`config.mk`:
```
export PLATFORM = sky130hd
export DESIGN_NAME = amc_mode_ctrl
export DESIGN_NICKNAME = d
export VERILOG_FILES = /design/src/rtl/amc_pkg.sv /design/src/rtl/amc_settle_if.sv /design/src/rtl/amc_mode_ctrl.sv /design/src/rtl/amc_settle_timer.sv
export SDC_FILE = /design/constraint.sdc
export NUM_CORES = 1
export LEC_CHECK = 0
export BUFFER_PORTS_ARGS = -buffer_cell sky130_fd_sc_hd__buf_2
export CORE_AREA = 2 2 56 98
export DETAILED_ROUTE_END_ITERATION = 7
export DIE_AREA = 0 0 58 100
export GPL_TIMING_DRIVEN = 0
export HOLD_SLACK_MARGIN = 0.05
export PLACE_DENSITY_LB_ADDON = 0.12
export SLEW_MARGIN = 20
export SYNTH_ARGS = -nofsm -noshare
export SYNTH_HDL_FRONTEND = slang
export SYNTH_SLANG_ARGS = --single-unit
```
`constraint.sdc`:
```
create_clock -name core_clk_in -period 4.1 [get_ports core_clk_in]
set_clock_uncertainty 0.2 [all_clocks]
set_input_delay 0.615 -clock core_clk_in [delete_from_list [all_inputs] [get_ports core_clk_in]]
set_output_delay 0.615 -clock core_clk_in [all_outputs]
set_load 0.01 [all_outputs]
```
`src/rtl/amc_pkg.sv`:
```
// constants and types for the converter mode control block
package amc_pkg;

    // register port
    localparam int unsigned REG_ADDR_W = 4;
    localparam int unsigned REG_DATA_W = 16;
    localparam logic [3:0] MODE_CTRL_OFS = 4'h0;
    localparam logic [3:0] STATUS_OFS = 4'h1;
    localparam logic [15:0] MODE_CTRL_RST = 16'h0000;

    // mode control field positions
    localparam int unsigned ABSORB_BIT = 14;
    localparam int unsigned SETTLED_BIT = 13;
    localparam int unsigned DELAY_LSB = 8;
    localparam int unsigned MODE_LSB = 4;
    localparam int unsigned FIELD3_W = 3;

    // status field positions
    localparam int unsigned ST_SETTLE_BIT = 0;
    localparam int unsigned ST_CAL_BIT = 1;
    localparam int unsigned ST_ABSORB_BIT = 2;
    localparam int unsigned ST_RSVD_BIT = 3;

    // clock and settling delay times
    localparam int unsigned CLK_PERIOD_NS = 8;
    localparam int unsigned DLY_4_US = 4;
    localparam int unsigned DLY_16_US = 16;
    localparam int unsigned DLY_40_US = 40;
    localparam int unsigned DLY_100_US = 100;
    localparam int unsigned DLY_200_US = 200;
    localparam int unsigned DLY_500_US = 500;
    localparam int unsigned DLY_1_MS = 1;
    localparam int unsigned NS_PER_US = 1000;
    localparam int unsigned NS_PER_MS = 1000000;

    localparam int unsigned CNT_W = 17;
    typedef logic [CNT_W-1:0] amc_cnt_t;

    // least waits, rounded up to whole cycles
    localparam amc_cnt_t CYC_4US = amc_cnt_t'((DLY_4_US * NS_PER_US + CLK_PERIOD_NS - 1) / CLK_PERIOD_NS);
    localparam amc_cnt_t CYC_16US = amc_cnt_t'((DLY_16_US * NS_PER_US + CLK_PERIOD_NS - 1) / CLK_PERIOD_NS);
    localparam amc_cnt_t CYC_40US = amc_cnt_t'((DLY_40_US * NS_PER_US + CLK_PERIOD_NS - 1) / CLK_PERIOD_NS);
    localparam amc_cnt_t CYC_100US = amc_cnt_t'((DLY_100_US * NS_PER_US + CLK_PERIOD_NS - 1) / CLK_PERIOD_NS);
    localparam amc_cnt_t CYC_200US = amc_cnt_t'((DLY_200_US * NS_PER_US + CLK_PERIOD_NS - 1) / CLK_PERIOD_NS);
    localparam amc_cnt_t CYC_500US = amc_cnt_t'((DLY_500_US * NS_PER_US + CLK_PERIOD_NS - 1) / CLK_PERIOD_NS);
    localparam amc_cnt_t CYC_1MS = amc_cnt_t'((DLY_1_MS * NS_PER_MS + CLK_PERIOD_NS - 1) / CLK_PERIOD_NS);

    typedef enum logic [2:0] {
        AMC_MODE_CONT = 3'b000,
        AMC_MODE_SINGLE = 3'b001,
        AMC_MODE_STANDBY = 3'b010,
        AMC_MODE_PDOWN = 3'b011,
        AMC_MODE_CAL_INT_OFF = 3'b100,
        AMC_MODE_RSVD = 3'b101,
        AMC_MODE_CAL_SYS_OFF = 3'b110,
        AMC_MODE_CAL_SYS_GAIN = 3'b111
    } amc_mode_t;

    // calibration start pulse lanes
    localparam int unsigned CAL_INT_OFF_IDX = 0;
    localparam int unsigned CAL_SYS_OFF_IDX = 1;
    localparam int unsigned CAL_SYS_GAIN_IDX = 2;

endpackage : amc_pkg

```
`src/rtl/amc_settle_if.sv`:
```
// link between the mode control and its settling timer
`timescale 1ns/10ps
interface amc_settle_if;
    logic start;
    logic [2:0] code;
    logic busy;
    logic done;

    modport ctrl (output start, output code, input busy, input done);
    modport timer (input start, input code, output busy, output done);
endinterface : amc_settle_if

```
`src/rtl/amc_mode_ctrl.sv`:
```
// converter mode control register and its sequencing effects
// Operation
// RULE1 - absorb enabled delay into conversion time
// RULE2 - settled-only option drops unsettled single-channel results
// RULE3 - software writes zero to bits 12:11
// RULE4 - wait programmed delay after channel switch
// RULE5 - delay code selects zero to 1 ms
// RULE6 - software writes zero to bit 7
// RULE7 - mode codes continuous, single, standby, power-down
// RULE8 - codes 100, 110, 111 start calibrations
// RULE9 - mode code 101 is reserved
// RULE10 - all fields reset to zero
//
// Added by the designer: the address map and strobed register access.
`timescale 1ns/10ps
module amc_mode_ctrl #(
    parameter amc_pkg::amc_cnt_t CYC_40US_P = amc_pkg::CYC_40US,
    parameter amc_pkg::amc_cnt_t CYC_100US_P = amc_pkg::CYC_100US,
    parameter amc_pkg::amc_cnt_t CYC_200US_P = amc_pkg::CYC_200US,
    parameter amc_pkg::amc_cnt_t CYC_500US_P = amc_pkg::CYC_500US,
    parameter amc_pkg::amc_cnt_t CYC_1MS_P = amc_pkg::CYC_1MS
) (
    input wire logic core_clk_in,
    input wire logic reset_n_in,
    input wire logic [amc_pkg::REG_ADDR_W-1:0] reg_addr_in,
    input wire logic [amc_pkg::REG_DATA_W-1:0] reg_wdata_in,
    input wire logic reg_wr_in,
    input wire logic reg_rd_in,
    output logic [amc_pkg::REG_DATA_W-1:0] reg_rdata_out,
    input wire logic chan_switch_in,
    input wire logic single_channel_in,
    input wire logic absorb_rate_ok_in,
    input wire logic result_valid_in,
    input wire logic result_settled_in,
    input wire logic cal_done_in,
    output logic process_start_out,
    output logic settle_busy_out,
    output logic result_valid_out,
    output amc_pkg::amc_mode_t op_mode_out,
    output logic mode_reserved_out,
    output logic cal_int_off_start_out,
    output logic cal_sys_off_start_out,
    output logic cal_sys_gain_start_out,
    output logic cal_busy_out
);
    import amc_pkg::*;

    typedef struct packed {
        logic absorb_en;
        logic settled_only;
        logic [2:0] delay;
        amc_mode_t mode;
        logic mode_rsvd;
        logic absorb_act;
        logic proc_start;
        logic res_valid;
        logic [2:0] cal_start;
        logic cal_busy;
        logic [REG_DATA_W-1:0] rdata;
    } amc_ctrl_state_t;

    amc_ctrl_state_t state_reg;
    amc_ctrl_state_t state_next;
    amc_mode_t wr_mode;
    logic wr_mode_hit;
    logic [2:0] cal_hit;

    amc_settle_if settle ();

    function automatic logic is_conv_mode(input amc_mode_t m);
        is_conv_mode = (m == AMC_MODE_CONT) || (m == AMC_MODE_SINGLE);
    endfunction : is_conv_mode

    function automatic logic is_cal_mode(input amc_mode_t m);
        is_cal_mode = (m == AMC_MODE_CAL_INT_OFF) ||
            (m == AMC_MODE_CAL_SYS_OFF) ||
            (m == AMC_MODE_CAL_SYS_GAIN);
    endfunction : is_cal_mode

    function automatic logic [REG_DATA_W-1:0] mode_word(input amc_ctrl_state_t s);
        mode_word = '0;
        mode_word[ABSORB_BIT] = s.absorb_en;
        mode_word[SETTLED_BIT] = s.settled_only;
        mode_word[DELAY_LSB +: FIELD3_W] = s.delay;
        mode_word[MODE_LSB +: FIELD3_W] = s.mode;
    endfunction : mode_word

    function automatic logic [REG_DATA_W-1:0] status_word(input amc_ctrl_state_t s, input logic busy);
        status_word = '0;
        status_word[ST_SETTLE_BIT] = busy;
        status_word[ST_CAL_BIT] = s.cal_busy;
        status_word[ST_ABSORB_BIT] = s.absorb_act;
        // RULE9 - reserved code flagged
        status_word[ST_RSVD_BIT] = s.mode_rsvd;
    endfunction : status_word

    // RULE1 - absorb needs bit, delay and rate
    function automatic logic absorb_now(input amc_ctrl_state_t s, input logic rate_ok);
        absorb_now = s.absorb_en && (s.delay != 3'b000) && rate_ok;
    endfunction : absorb_now

    // RULE2 - unsettled single-channel results dropped
    function automatic logic result_pass(input amc_ctrl_state_t s, input logic single, input logic settled);
        result_pass = !(s.settled_only && single) || settled;
    endfunction : result_pass

    function automatic amc_mode_t cal_lane_mode(input int unsigned lane);
        unique case (lane)
            CAL_INT_OFF_IDX: cal_lane_mode = AMC_MODE_CAL_INT_OFF;
            CAL_SYS_OFF_IDX: cal_lane_mode = AMC_MODE_CAL_SYS_OFF;
            default: cal_lane_mode = AMC_MODE_CAL_SYS_GAIN;
        endcase
    endfunction : cal_lane_mode

    amc_settle_timer #(
        .CYC_40US_P(CYC_40US_P),
        .CYC_100US_P(CYC_100US_P),
        .CYC_200US_P(CYC_200US_P),
        .CYC_500US_P(CYC_500US_P),
        .CYC_1MS_P(CYC_1MS_P)
    ) u_settle_timer (
        .core_clk_in(core_clk_in),
        .reset_n_in(reset_n_in),
        .tmr(settle.timer)
    );

    // RULE4 - timer started per switch
    assign settle.start = chan_switch_in;
    assign settle.code = state_reg.delay;

    // RULE8 - one start lane per calibration code
    for (genvar g = 0; g < 3; g++) begin : g_cal_lane
        assign cal_hit[g] = wr_mode_hit && (wr_mode == cal_lane_mode(g));
    end

    always_comb begin
        wr_mode_hit = reg_wr_in && (reg_addr_in == MODE_CTRL_OFS);
        wr_mode = amc_mode_t'(reg_wdata_in[MODE_LSB +: FIELD3_W]);
        state_next = state_reg;
        state_next.proc_start = 1'b0;
        state_next.cal_start = 3'b000;
        state_next.rdata = '0;

        // register write; reserved bits are not stored
        if (wr_mode_hit) begin
            // RULE3 - bits 12:11 dropped
            // RULE6 - bit 7 dropped
            state_next.absorb_en = reg_wdata_in[ABSORB_BIT];
            state_next.settled_only = reg_wdata_in[SETTLED_BIT];
            state_next.delay = reg_wdata_in[DELAY_LSB +: FIELD3_W];
            // RULE7 - operating mode select
            state_next.mode = wr_mode;
            // RULE9 - reserved code held in a flop
            state_next.mode_rsvd = (wr_mode == AMC_MODE_RSVD);
        end

        // done clears first so a new start wins
        if (cal_done_in) begin
            state_next.cal_busy = 1'b0;
        end
        // RULE8 - calibration start pulses
        if (wr_mode_hit && is_cal_mode(wr_mode)) begin
            state_next.cal_busy = 1'b1;
            state_next.cal_start = cal_hit;
        end

        // channel switch handling
        if (chan_switch_in) begin
            // RULE1 - absorb needs bit, delay, rate
            state_next.absorb_act = absorb_now(state_reg, absorb_rate_ok_in);
            if (absorb_now(state_reg, absorb_rate_ok_in)) begin
                state_next.proc_start = 1'b1;
            end
        end else if (settle.done && !state_reg.absorb_act) begin
            // RULE4 - processing starts after wait
            state_next.proc_start = 1'b1;
        end

        // results pass only outside the wait, in a conversion mode
        state_next.res_valid = 1'b0;
        // RULE7 - results only in conversion modes
        if (result_valid_in && !settle.busy && !chan_switch_in && is_conv_mode(state_reg.mode)) begin
            // RULE2 - settled results only
            if (result_pass(state_reg, single_channel_in, result_settled_in)) begin
                state_next.res_valid = 1'b1;
            end
        end

        // read data stands in the cycle after the strobe
        if (reg_rd_in) begin
            unique case (reg_addr_in)
                MODE_CTRL_OFS: begin
                    state_next.rdata = mode_word(state_reg);
                end
                STATUS_OFS: begin
                    state_next.rdata = status_word(state_reg, settle.busy);
                end
                default: begin
                    state_next.rdata = '0;
                end
            endcase
        end
    end

    always_ff @(posedge core_clk_in or negedge reset_n_in) begin
        if (!reset_n_in) begin
            // RULE10 - all fields zero
            state_reg <= '0;
        end else begin
            state_reg <= state_next;
        end
    end

    assign reg_rdata_out = state_reg.rdata;
    assign process_start_out = state_reg.proc_start;
    assign settle_busy_out = settle.busy;
    assign result_valid_out = state_reg.res_valid;
    assign op_mode_out = state_reg.mode;
    // RULE9 - code 101 reported
    assign mode_reserved_out = state_reg.mode_rsvd;
    assign cal_int_off_start_out = state_reg.cal_start[CAL_INT_OFF_IDX];
    assign cal_sys_off_start_out = state_reg.cal_start[CAL_SYS_OFF_IDX];
    assign cal_sys_gain_start_out = state_reg.cal_start[CAL_SYS_GAIN_IDX];
    assign cal_busy_out = state_reg.cal_busy;

endmodule : amc_mode_ctrl

```
`src/rtl/amc_settle_timer.sv`:
```
// settling delay timer started on each channel switch
`timescale 1ns/10ps
module amc_settle_timer #(
    parameter amc_pkg::amc_cnt_t CYC_40US_P = amc_pkg::CYC_40US,
    parameter amc_pkg::amc_cnt_t CYC_100US_P = amc_pkg::CYC_100US,
    parameter amc_pkg::amc_cnt_t CYC_200US_P = amc_pkg::CYC_200US,
    parameter amc_pkg::amc_cnt_t CYC_500US_P = amc_pkg::CYC_500US,
    parameter amc_pkg::amc_cnt_t CYC_1MS_P = amc_pkg::CYC_1MS
) (
    input wire logic core_clk_in,
    input wire logic reset_n_in,
    amc_settle_if.timer tmr
);
    import amc_pkg::*;

    typedef struct packed {
        amc_cnt_t cnt;
        logic busy;
        logic done;
    } amc_tmr_state_t;

    amc_tmr_state_t state_reg;
    amc_tmr_state_t state_next;
    amc_cnt_t load_cyc;

    // RULE5 - delay code table
    function automatic amc_cnt_t delay_cycles(input logic [2:0] code);
        unique case (code)
            3'b000: delay_cycles = '0;
            3'b001: delay_cycles = CYC_4US;
            3'b010: delay_cycles = CYC_16US;
            3'b011: delay_cycles = CYC_40US_P;
            3'b100: delay_cycles = CYC_100US_P;
            3'b101: delay_cycles = CYC_200US_P;
            3'b110: delay_cycles = CYC_500US_P;
            3'b111: delay_cycles = CYC_1MS_P;
        endcase
    endfunction : delay_cycles

    always_comb begin
        load_cyc = delay_cycles(tmr.code);
        state_next = state_reg;
        state_next.done = 1'b0;
        // RULE4 - restart wait on switch
        if (tmr.start) begin
            if (load_cyc == '0) begin
                state_next.busy = 1'b0;
                state_next.done = 1'b1;
            end else begin
                state_next.cnt = amc_cnt_t'(load_cyc - 1'b1);
                state_next.busy = 1'b1;
            end
        end else if (state_reg.busy) begin
            if (state_reg.cnt == '0) begin
                state_next.busy = 1'b0;
                state_next.done = 1'b1;
            end else begin
                state_next.cnt = amc_cnt_t'(state_reg.cnt - 1'b1);
            end
        end
    end

    always_ff @(posedge core_clk_in or negedge reset_n_in) begin
        if (!reset_n_in) begin
            state_reg <= '0;
        end else begin
            state_reg <= state_next;
        end
    end

    assign tmr.busy = state_reg.busy;
    assign tmr.done = state_reg.done;

endmodule : amc_settle_timer

```
==> results of run 1 <==
power by group:
| group | leakage, nW | switching, mW | internal, mW |
|---|---|---|---|
| logic | 0.843 | 0.242 | 0.166 |
| clock network | 0.0491 | 0.178 | 0.126 |
| registers | 0.609 | 0.0762 | 0.530 |
routing by layer:
metal  share of wire  vias to the layer above
met1            0.34                     1106
li1                -                     1146
met2            0.55                       75
met3           0.045                       33
met5               0                        -
met4           0.067                        0
path summary, 6_finish.rpt:
kind	endpoint	slack (ns)	depth (start not counted)
min	u_settle_timer.state_reg[2]	0.09	1
max reg2reg	u_settle_timer.state_reg[8]	0.94	9
max	u_settle_timer.state_reg[8]	0.94	9
max in group asynchronous	reg_rdata_out[8]	3.21	1
min in group core_clk_in	cal_busy_out	0.27	2
min reg2reg	process_start_out	0.29	2
final cells by class:
class | count | area (µm²)
clock inverters | 3 | 26.3
fillers | 486 | 1980
repair buffers | 43 | 218
inverters | 11 | 41.3
well taps | 55 | 68.8
multi-input cells | 210 | 1300
clock buffers | 5 | 68.8
plain buffers | 31 | 196
flip-flops and latches | 47 | 1180
kinds of logic (layout without fill, tap and decap cells):
group / count (synthesis) / in the layout / synth area share
AND/OR/NAND/NOR: 116 / 116 / 0.226
AO/OA/AOI/OAI: 77 / 77 / 0.195
flip-flops: 47 / 47 / 0.435
buffers and inverters: 42 / 93 / 0.0880
adder cells (fa/ha/maj): 8 / 8 / 0.0370
XOR/XNOR: 4 / 4 / 0.0130
other: 1 / 4 / 0.00139
multiplexers: 1 / 1 / 0.00370
synth_stat cells (7+ instances only):
cell and n:
nand3_1 7, nand2_1 34, inv_1 10, buf_4 19, ha_1 8, clkbuf_1 10, dfrtp_1 47, nor2_1 18
nor3_1 8, and2_1 10, a21oi_1 12, o21ai_0 26, nor4_1 7
critical path: stages, from the launching register on:
cell and delay (ns):
dfrtp_1 0.43, clkbuf_1 0.40, inv_1 0.20, ha_1 0.32
clkbuf_1 0.30, nor3_1 0.12, nand3_1 0.36, o21ai_4 0.18
or4_1 0.52, nand3_1 0.08
cell usage in the layout, fill, tap and decap left out, types with 2 or more instances in the layout:
cell type   n
nor3b_1     4
buf_4      20
a21oi_1    12
o31a_1      2
or4b_2      2
nand3_1     7
or2_2       2
clkbuf_1   10
nor2_1     18
o211ai_1    3
and2_1     10
o21a_1      2
o41ai_1     3
or4_1       5
inv_6       2
nor4_1      7
xor2_1      2
or3_1       2
o31ai_1     3
a31oi_1     2
xnor2_1     2
and3_1      2
clkbuf_8    5
a22o_1      3
dfrtp_1    47
a22oi_1     3
o21ai_0    26
ha_1        8
nor4b_1     2
o22ai_1     2
conb_1      4
nor3_1      8
nor2b_1     4
buf_2      43
nand2_1    34
nand4_1     5
inv_1      10
a21boi_0    2
through the flow:
stage               total power [mW]  cell area (µm²)   util  worst slack (ns)
floorplan                      0.895             2710      -              1.46
global placement                1.01             3000  0.590             0.941
detailed placement              1.02             3000  0.590             0.952
CTS                             1.32             3090  0.609             0.907
global route                    1.40             3100  0.609             0.692
finish                          1.32             3100  0.609             0.935
==> results.yml, run 1 <==
routing:
  dr.pass1.iters: 4
  detail_route.wl_per_cell_um: 16.6
  drc: 0
  drtAntennaViolNets: 0
  via_per_inst: 5.83
  vias: 2360
  initialDrtViolationCount: 94
  wl_mm: 6.73
floorplanning:
  fp.dieW_um: 58
  io_pins: 57
  num_rows: 35
  core_um2: 5080
  fp.dieH_um: 100
  die-area_um2: 5800
  start_util: 0.532
pwr:
  p_leak_nw: 1.50
  vdd_drop_max_mv: 0.290
  power_density_nw_per_um2: 426
setup_path:
  end_kind: "register"
  crit_type: "reg -> reg"
  worstPathRequired_ns: 4.16
  cp.arrival_ns: 3.22
  cp_max_fo: 10
  worstReg2RegStart: "settle.code[0]"
  startpoint: "settle.code[0]"
  start_kind: "register"
cts:
  numCtsBuffers: 5
  cts-root-buf: "clkbuf_8"
  path_clk_slew_ns: 0.10
  cts.sinks: 47
  cts_tree: "done"
  clk_latency_ns: 0.32
  postCtsSetupRepairBufs: 0
  cts-resized-gates: 0
  ctsHtreeMaxLevel: 2
  clock_path_buffers: 2
  cts_hold_buf: 0
timing:
  final-setup-viol-count: 0
  period_share: 0.772
  tns_ns: 0
  slew_headroom: 0.513
  fmax_ghz: 0.316
  finalHoldViolations: 0
  max_slew.worst_pin.slew_ns: 0.725
  final.min_clock_period_ns: 3.16
  rsz0062_at_grt: "no"
  slew_violations: 0
  hold_ws_ns: 0.0901
finish:
  final_cells: 405
  layout.nets: 387
  largest_reg_flops: 17
  syn_to_final_growth_pct: 14.5
  drive_gt1_frac: 0.234
  num_antenna_cells: 0
placement:
  finalWeightedCongestion: 0.890
  dp_cells: 397
  dp_hpwl_mm: 5.22
  io_buffers: 43
yosys:
  synthCells: 296
  seq_area_frac_synth: 0.435
  yosysTopAreaCellShare: 0.435
  yosysUniqueCellTypes: 57
  ys.flop_type: "dfrtp_1"
  synth_area_leaders: "dfrtp_1 44%, buf_4 5.3%, o21ai_0 4.8%"
  avgSynthCellArea_um2: 9.13
  synth-seq-cells: 47
  synth_area_um2: 2700
  async_reset_ff_frac: 1.00
  synth_warnings: 0
  yosysTopAreaCell: "dfrtp_1"
  synth-edff-count: 0
grt:
  use_met1: 0.264
  grtUsageTotal: 0.256
  grt_max_degree: 48
  grtUsageMet2: 0.448
  grt_pass1_wl_mm: 11.2
  grt_pass1_vias: 2373
  top_usage_layer: "met2"
  antenna_found_initial: 0
  overflow: 0
  grtUsageMet3: 0.0464
min_path:
  hp-class: "in -> async"
run_status:
  status: "finished clean"
job:
  drv_cap: 0
No activity file was read; power rests on OpenSTA's default activity.
==> run 2: changes to the inputs <==
Settings changed: ABC_AREA set to 1, CORE_AREA 2 2 56 98 to 2 2 61 107, DIE_AREA 0 0 58 100 to 0 0 63 109.
Clock period 4.1 ns to 2.7 ns, I/O delays scaled along.
==> run 2 against run 1 <==
Compared with the run above: register-to-register slack got worse by 0.75 ns; combinational power rose by 140%; clock-buffer cell count did not move; area after synthesis rose by 7.9%; design area rose by 8.3%; utilization fell by 5.4 points; global-route usage fell by 3.2 points; worst hold slack got worse by 0.016 ns; first-iteration DRC count rose by 11%; critical path depth rose by 4.
==> results.yml, run 2 <==
cts:
  cts_tree: "done"
  ctsHtreeMaxLevel: 2
  clk_latency_ns: 0.32
  numCtsBuffers: 5
  cts-root-buf: "clkbuf_8"
  path_clk_slew_ns: 0.10
  clock_path_buffers: 2
  cts.sinks: 47
yosys:
  avgSynthCellArea_um2: 7.04
  synth-edff-count: 0
  seq_area_frac_synth: 0.403
  synth_area_um2: 2920
  synth_area_leaders: "dfrtp_1 40%, nand2_1 17%, nand3_1 7.6%"
  synthCells: 414
  yosysMostFrequentCell: "nand2_1"
  async_reset_ff_frac: 1.00
  ys.flop_type: "dfrtp_1"
  synth_warnings: 0
  synth-seq-cells: 47
  yosysTopAreaCellShare: 0.403
  synthTopCellsByCount: "130 x nand2_1, 53 x nor2_1, 47 x dfrtp_1"
  yosysUniqueCellTypes: 33
  yosysTopAreaCell: "dfrtp_1"
routing:
  initialDrtViolationCount: 104
  via_per_inst: 4.91
  drc: 0
  wl_mm: 7.16
  vias: 2696
  drtAntennaViolNets: 0
  dr.pass1.iters: 4
  detail_route.wl_per_cell_um: 13.0
floorplanning:
  start_util: 0.483
  die-area_um2: 6870
  io_pins: 57
  fp.dieW_um: 63
  fp.dieH_um: 109
  core_um2: 6040
  num_rows: 38
setup_path:
  rr_endpoint: "u_settle_timer.state_reg[9]"
  cp-endpoint: "u_settle_timer.state_reg[9]"
  start_kind: "register"
  rrSetupSlack_ns: 0.19
  crit_type: "reg -> reg"
  cp_max_fo: 10
  startpoint: "settle.code[1]"
  cp.arrival_ns: 2.53
  worstPathRequired_ns: 2.72
  rr_worst_depth: 13
  end_kind: "register"
  worstReg2RegStart: "settle.code[1]"
finish:
  drive_gt1_frac: 0.196
  final_util: 0.555
  syn_to_final_growth_pct: 15.0
  num_antenna_cells: 0
  largest_reg_flops: 17
  final_common_cell: "nand2_1"
  seqCellArea_um2: 1180
  multiInputGateArea_um2: 1370
  final_cell_mix: "130 x nand2_1, 53 x nor2_1, 46 x dfrtp_1"
  layout.nets: 506
  final_cells: 549
  fillers: 615
  final_cell_area_um2: 3350
pwr:
  vdd_drop_max_mv: 0.462
  power_density_nw_per_um2: 707
  p_leak_nw: 1.94
timing:
  finalHoldViolations: 0
  period_share: 0.931
  final.min_clock_period_ns: 2.51
  final-setup-viol-count: 0
  tns_ns: 0
  slew_headroom: 0.599
  fmax_ghz: 0.398
  max_slew.worst_pin.slew_ns: 0.601
  slew_violations: 0
  hold_ws_ns: 0.0740
  rsz0062_at_grt: "no"
placement:
  placed_area_um2: 3240
  dp_hpwl_mm: 5.63
  dp_cells: 540
  io_buffers: 43
  finalWeightedCongestion: 0.920
grt:
  overflow: 0
  grt_max_degree: 48
  grt_pass1_vias: 2609
  grtUsageTotal: 0.224
  antenna_found_initial: 0
  grt_pass1_wl_mm: 11.8
run_status:
  status: "finished clean"
job:
  drv_cap: 0
min_path:
  hp-class: "in -> reg"
-- run 2: cell types whose count changed after synthesis, moves of 6 or more --
cell      before  now
nand2_1       34  130
nand3_1        7   44
nor2_1        18   53
inv_1         10   44
and2_1        10    0
a21oi_1       12    3
clkbuf_1      10    3
nor3_1         8    1
nor4_1         7    1
-- run 2: through the flow --
step / total power, mW / worst slack, ns
5_1_grt: 2.57 / 0.0218
6_report: 2.37 / 0.185
3_3_place_gp: 1.90 / 0.168
4_1_cts: 2.38 / 0.141
2_1_floorplan: 1.66 / 0.524
3_5_place_dp: 1.91 / 0.160
-- run 2: power by group --
part	leakage [nW]	total (mW)	switching (mW)	internal, mW
combinational	1.29	0.964	0.625	0.339
clock	0.0467	0.464	0.272	0.192
sequential	0.610	0.943	0.120	0.824
-- run 2: logic make-up after synthesis --
logic type,after synthesis,share of synthesized area
xor gates and xnor gates,3,0.00901
buffers and inverters,76,0.131
DFF,47,0.403
and+or+nand+nor,243,0.351
other,1,0.00129
AOI/OAI and AO/OA,36,0.0695
adders and majority gates,8,0.0343
-- run 2: layout make-up --
cell class                      count  area share
Inverter                           47      0.0526
Timing Repair Buffer               44      0.0679
Multi-Input combinational cell    294       0.408
Buffer                             29      0.0616
Clock buffer                        5      0.0205
Sequential cell                    47       0.351
Tap cell                           80      0.0299
Clock inverter                      3     0.00821
-- run 2: worst max-delay path, cell delays in order, from the launching register on --
cell and delay (ns):
dfrtp_1 0.46, inv_1 0.24, ha_1 0.31, inv_1 0.09
nand2_1 0.10, nor2_1 0.18, nand3_2 0.15, inv_2 0.13
nand2_4 0.07, nand2_4 0.08, nand2_2 0.09, buf_4 0.20
nand2_1 0.08, nand2_1 0.04
-- run 2: how the worst min path moves through the flow --
stage,startpoint,endpoint,slack (ns),cells after the start
floorplan,reset_n_in,cal_busy_out,-0.09,0
global placement,op_mode_out[2],result_valid_out,0.26,1
detailed placement,op_mode_out[2],result_valid_out,0.26,1
CTS,reg_wdata_in[5],cal_int_off_start_out,0.07,2
global route,single_channel_in,result_valid_out,0.08,2
finish,reg_wdata_in[5],cal_int_off_start_out,0.07,2
-- run 2: what timing repair did --
| action | CTS | global route |
|---|---|---|
| setup endpoints to repair | 0 | 8 |
| endpoints found under the hold margin | 0 | 47 |
| setup buffers | 0 | 0 |
| gates resized for setup | 0 | 1 |
| hold buffers | 0 | 1 |
-- run 2: layer usage --
metal / wire [µm] / track usage / vias to the layer above
met5: 0 / 0 / -
li1: - / - / 1382
met3: 295 / 0.0413 / 12
met2: 4190 / 0.450 / 55
met4: 139 / 0.0984 / 0
met1: 2530 / 0.216 / 1247
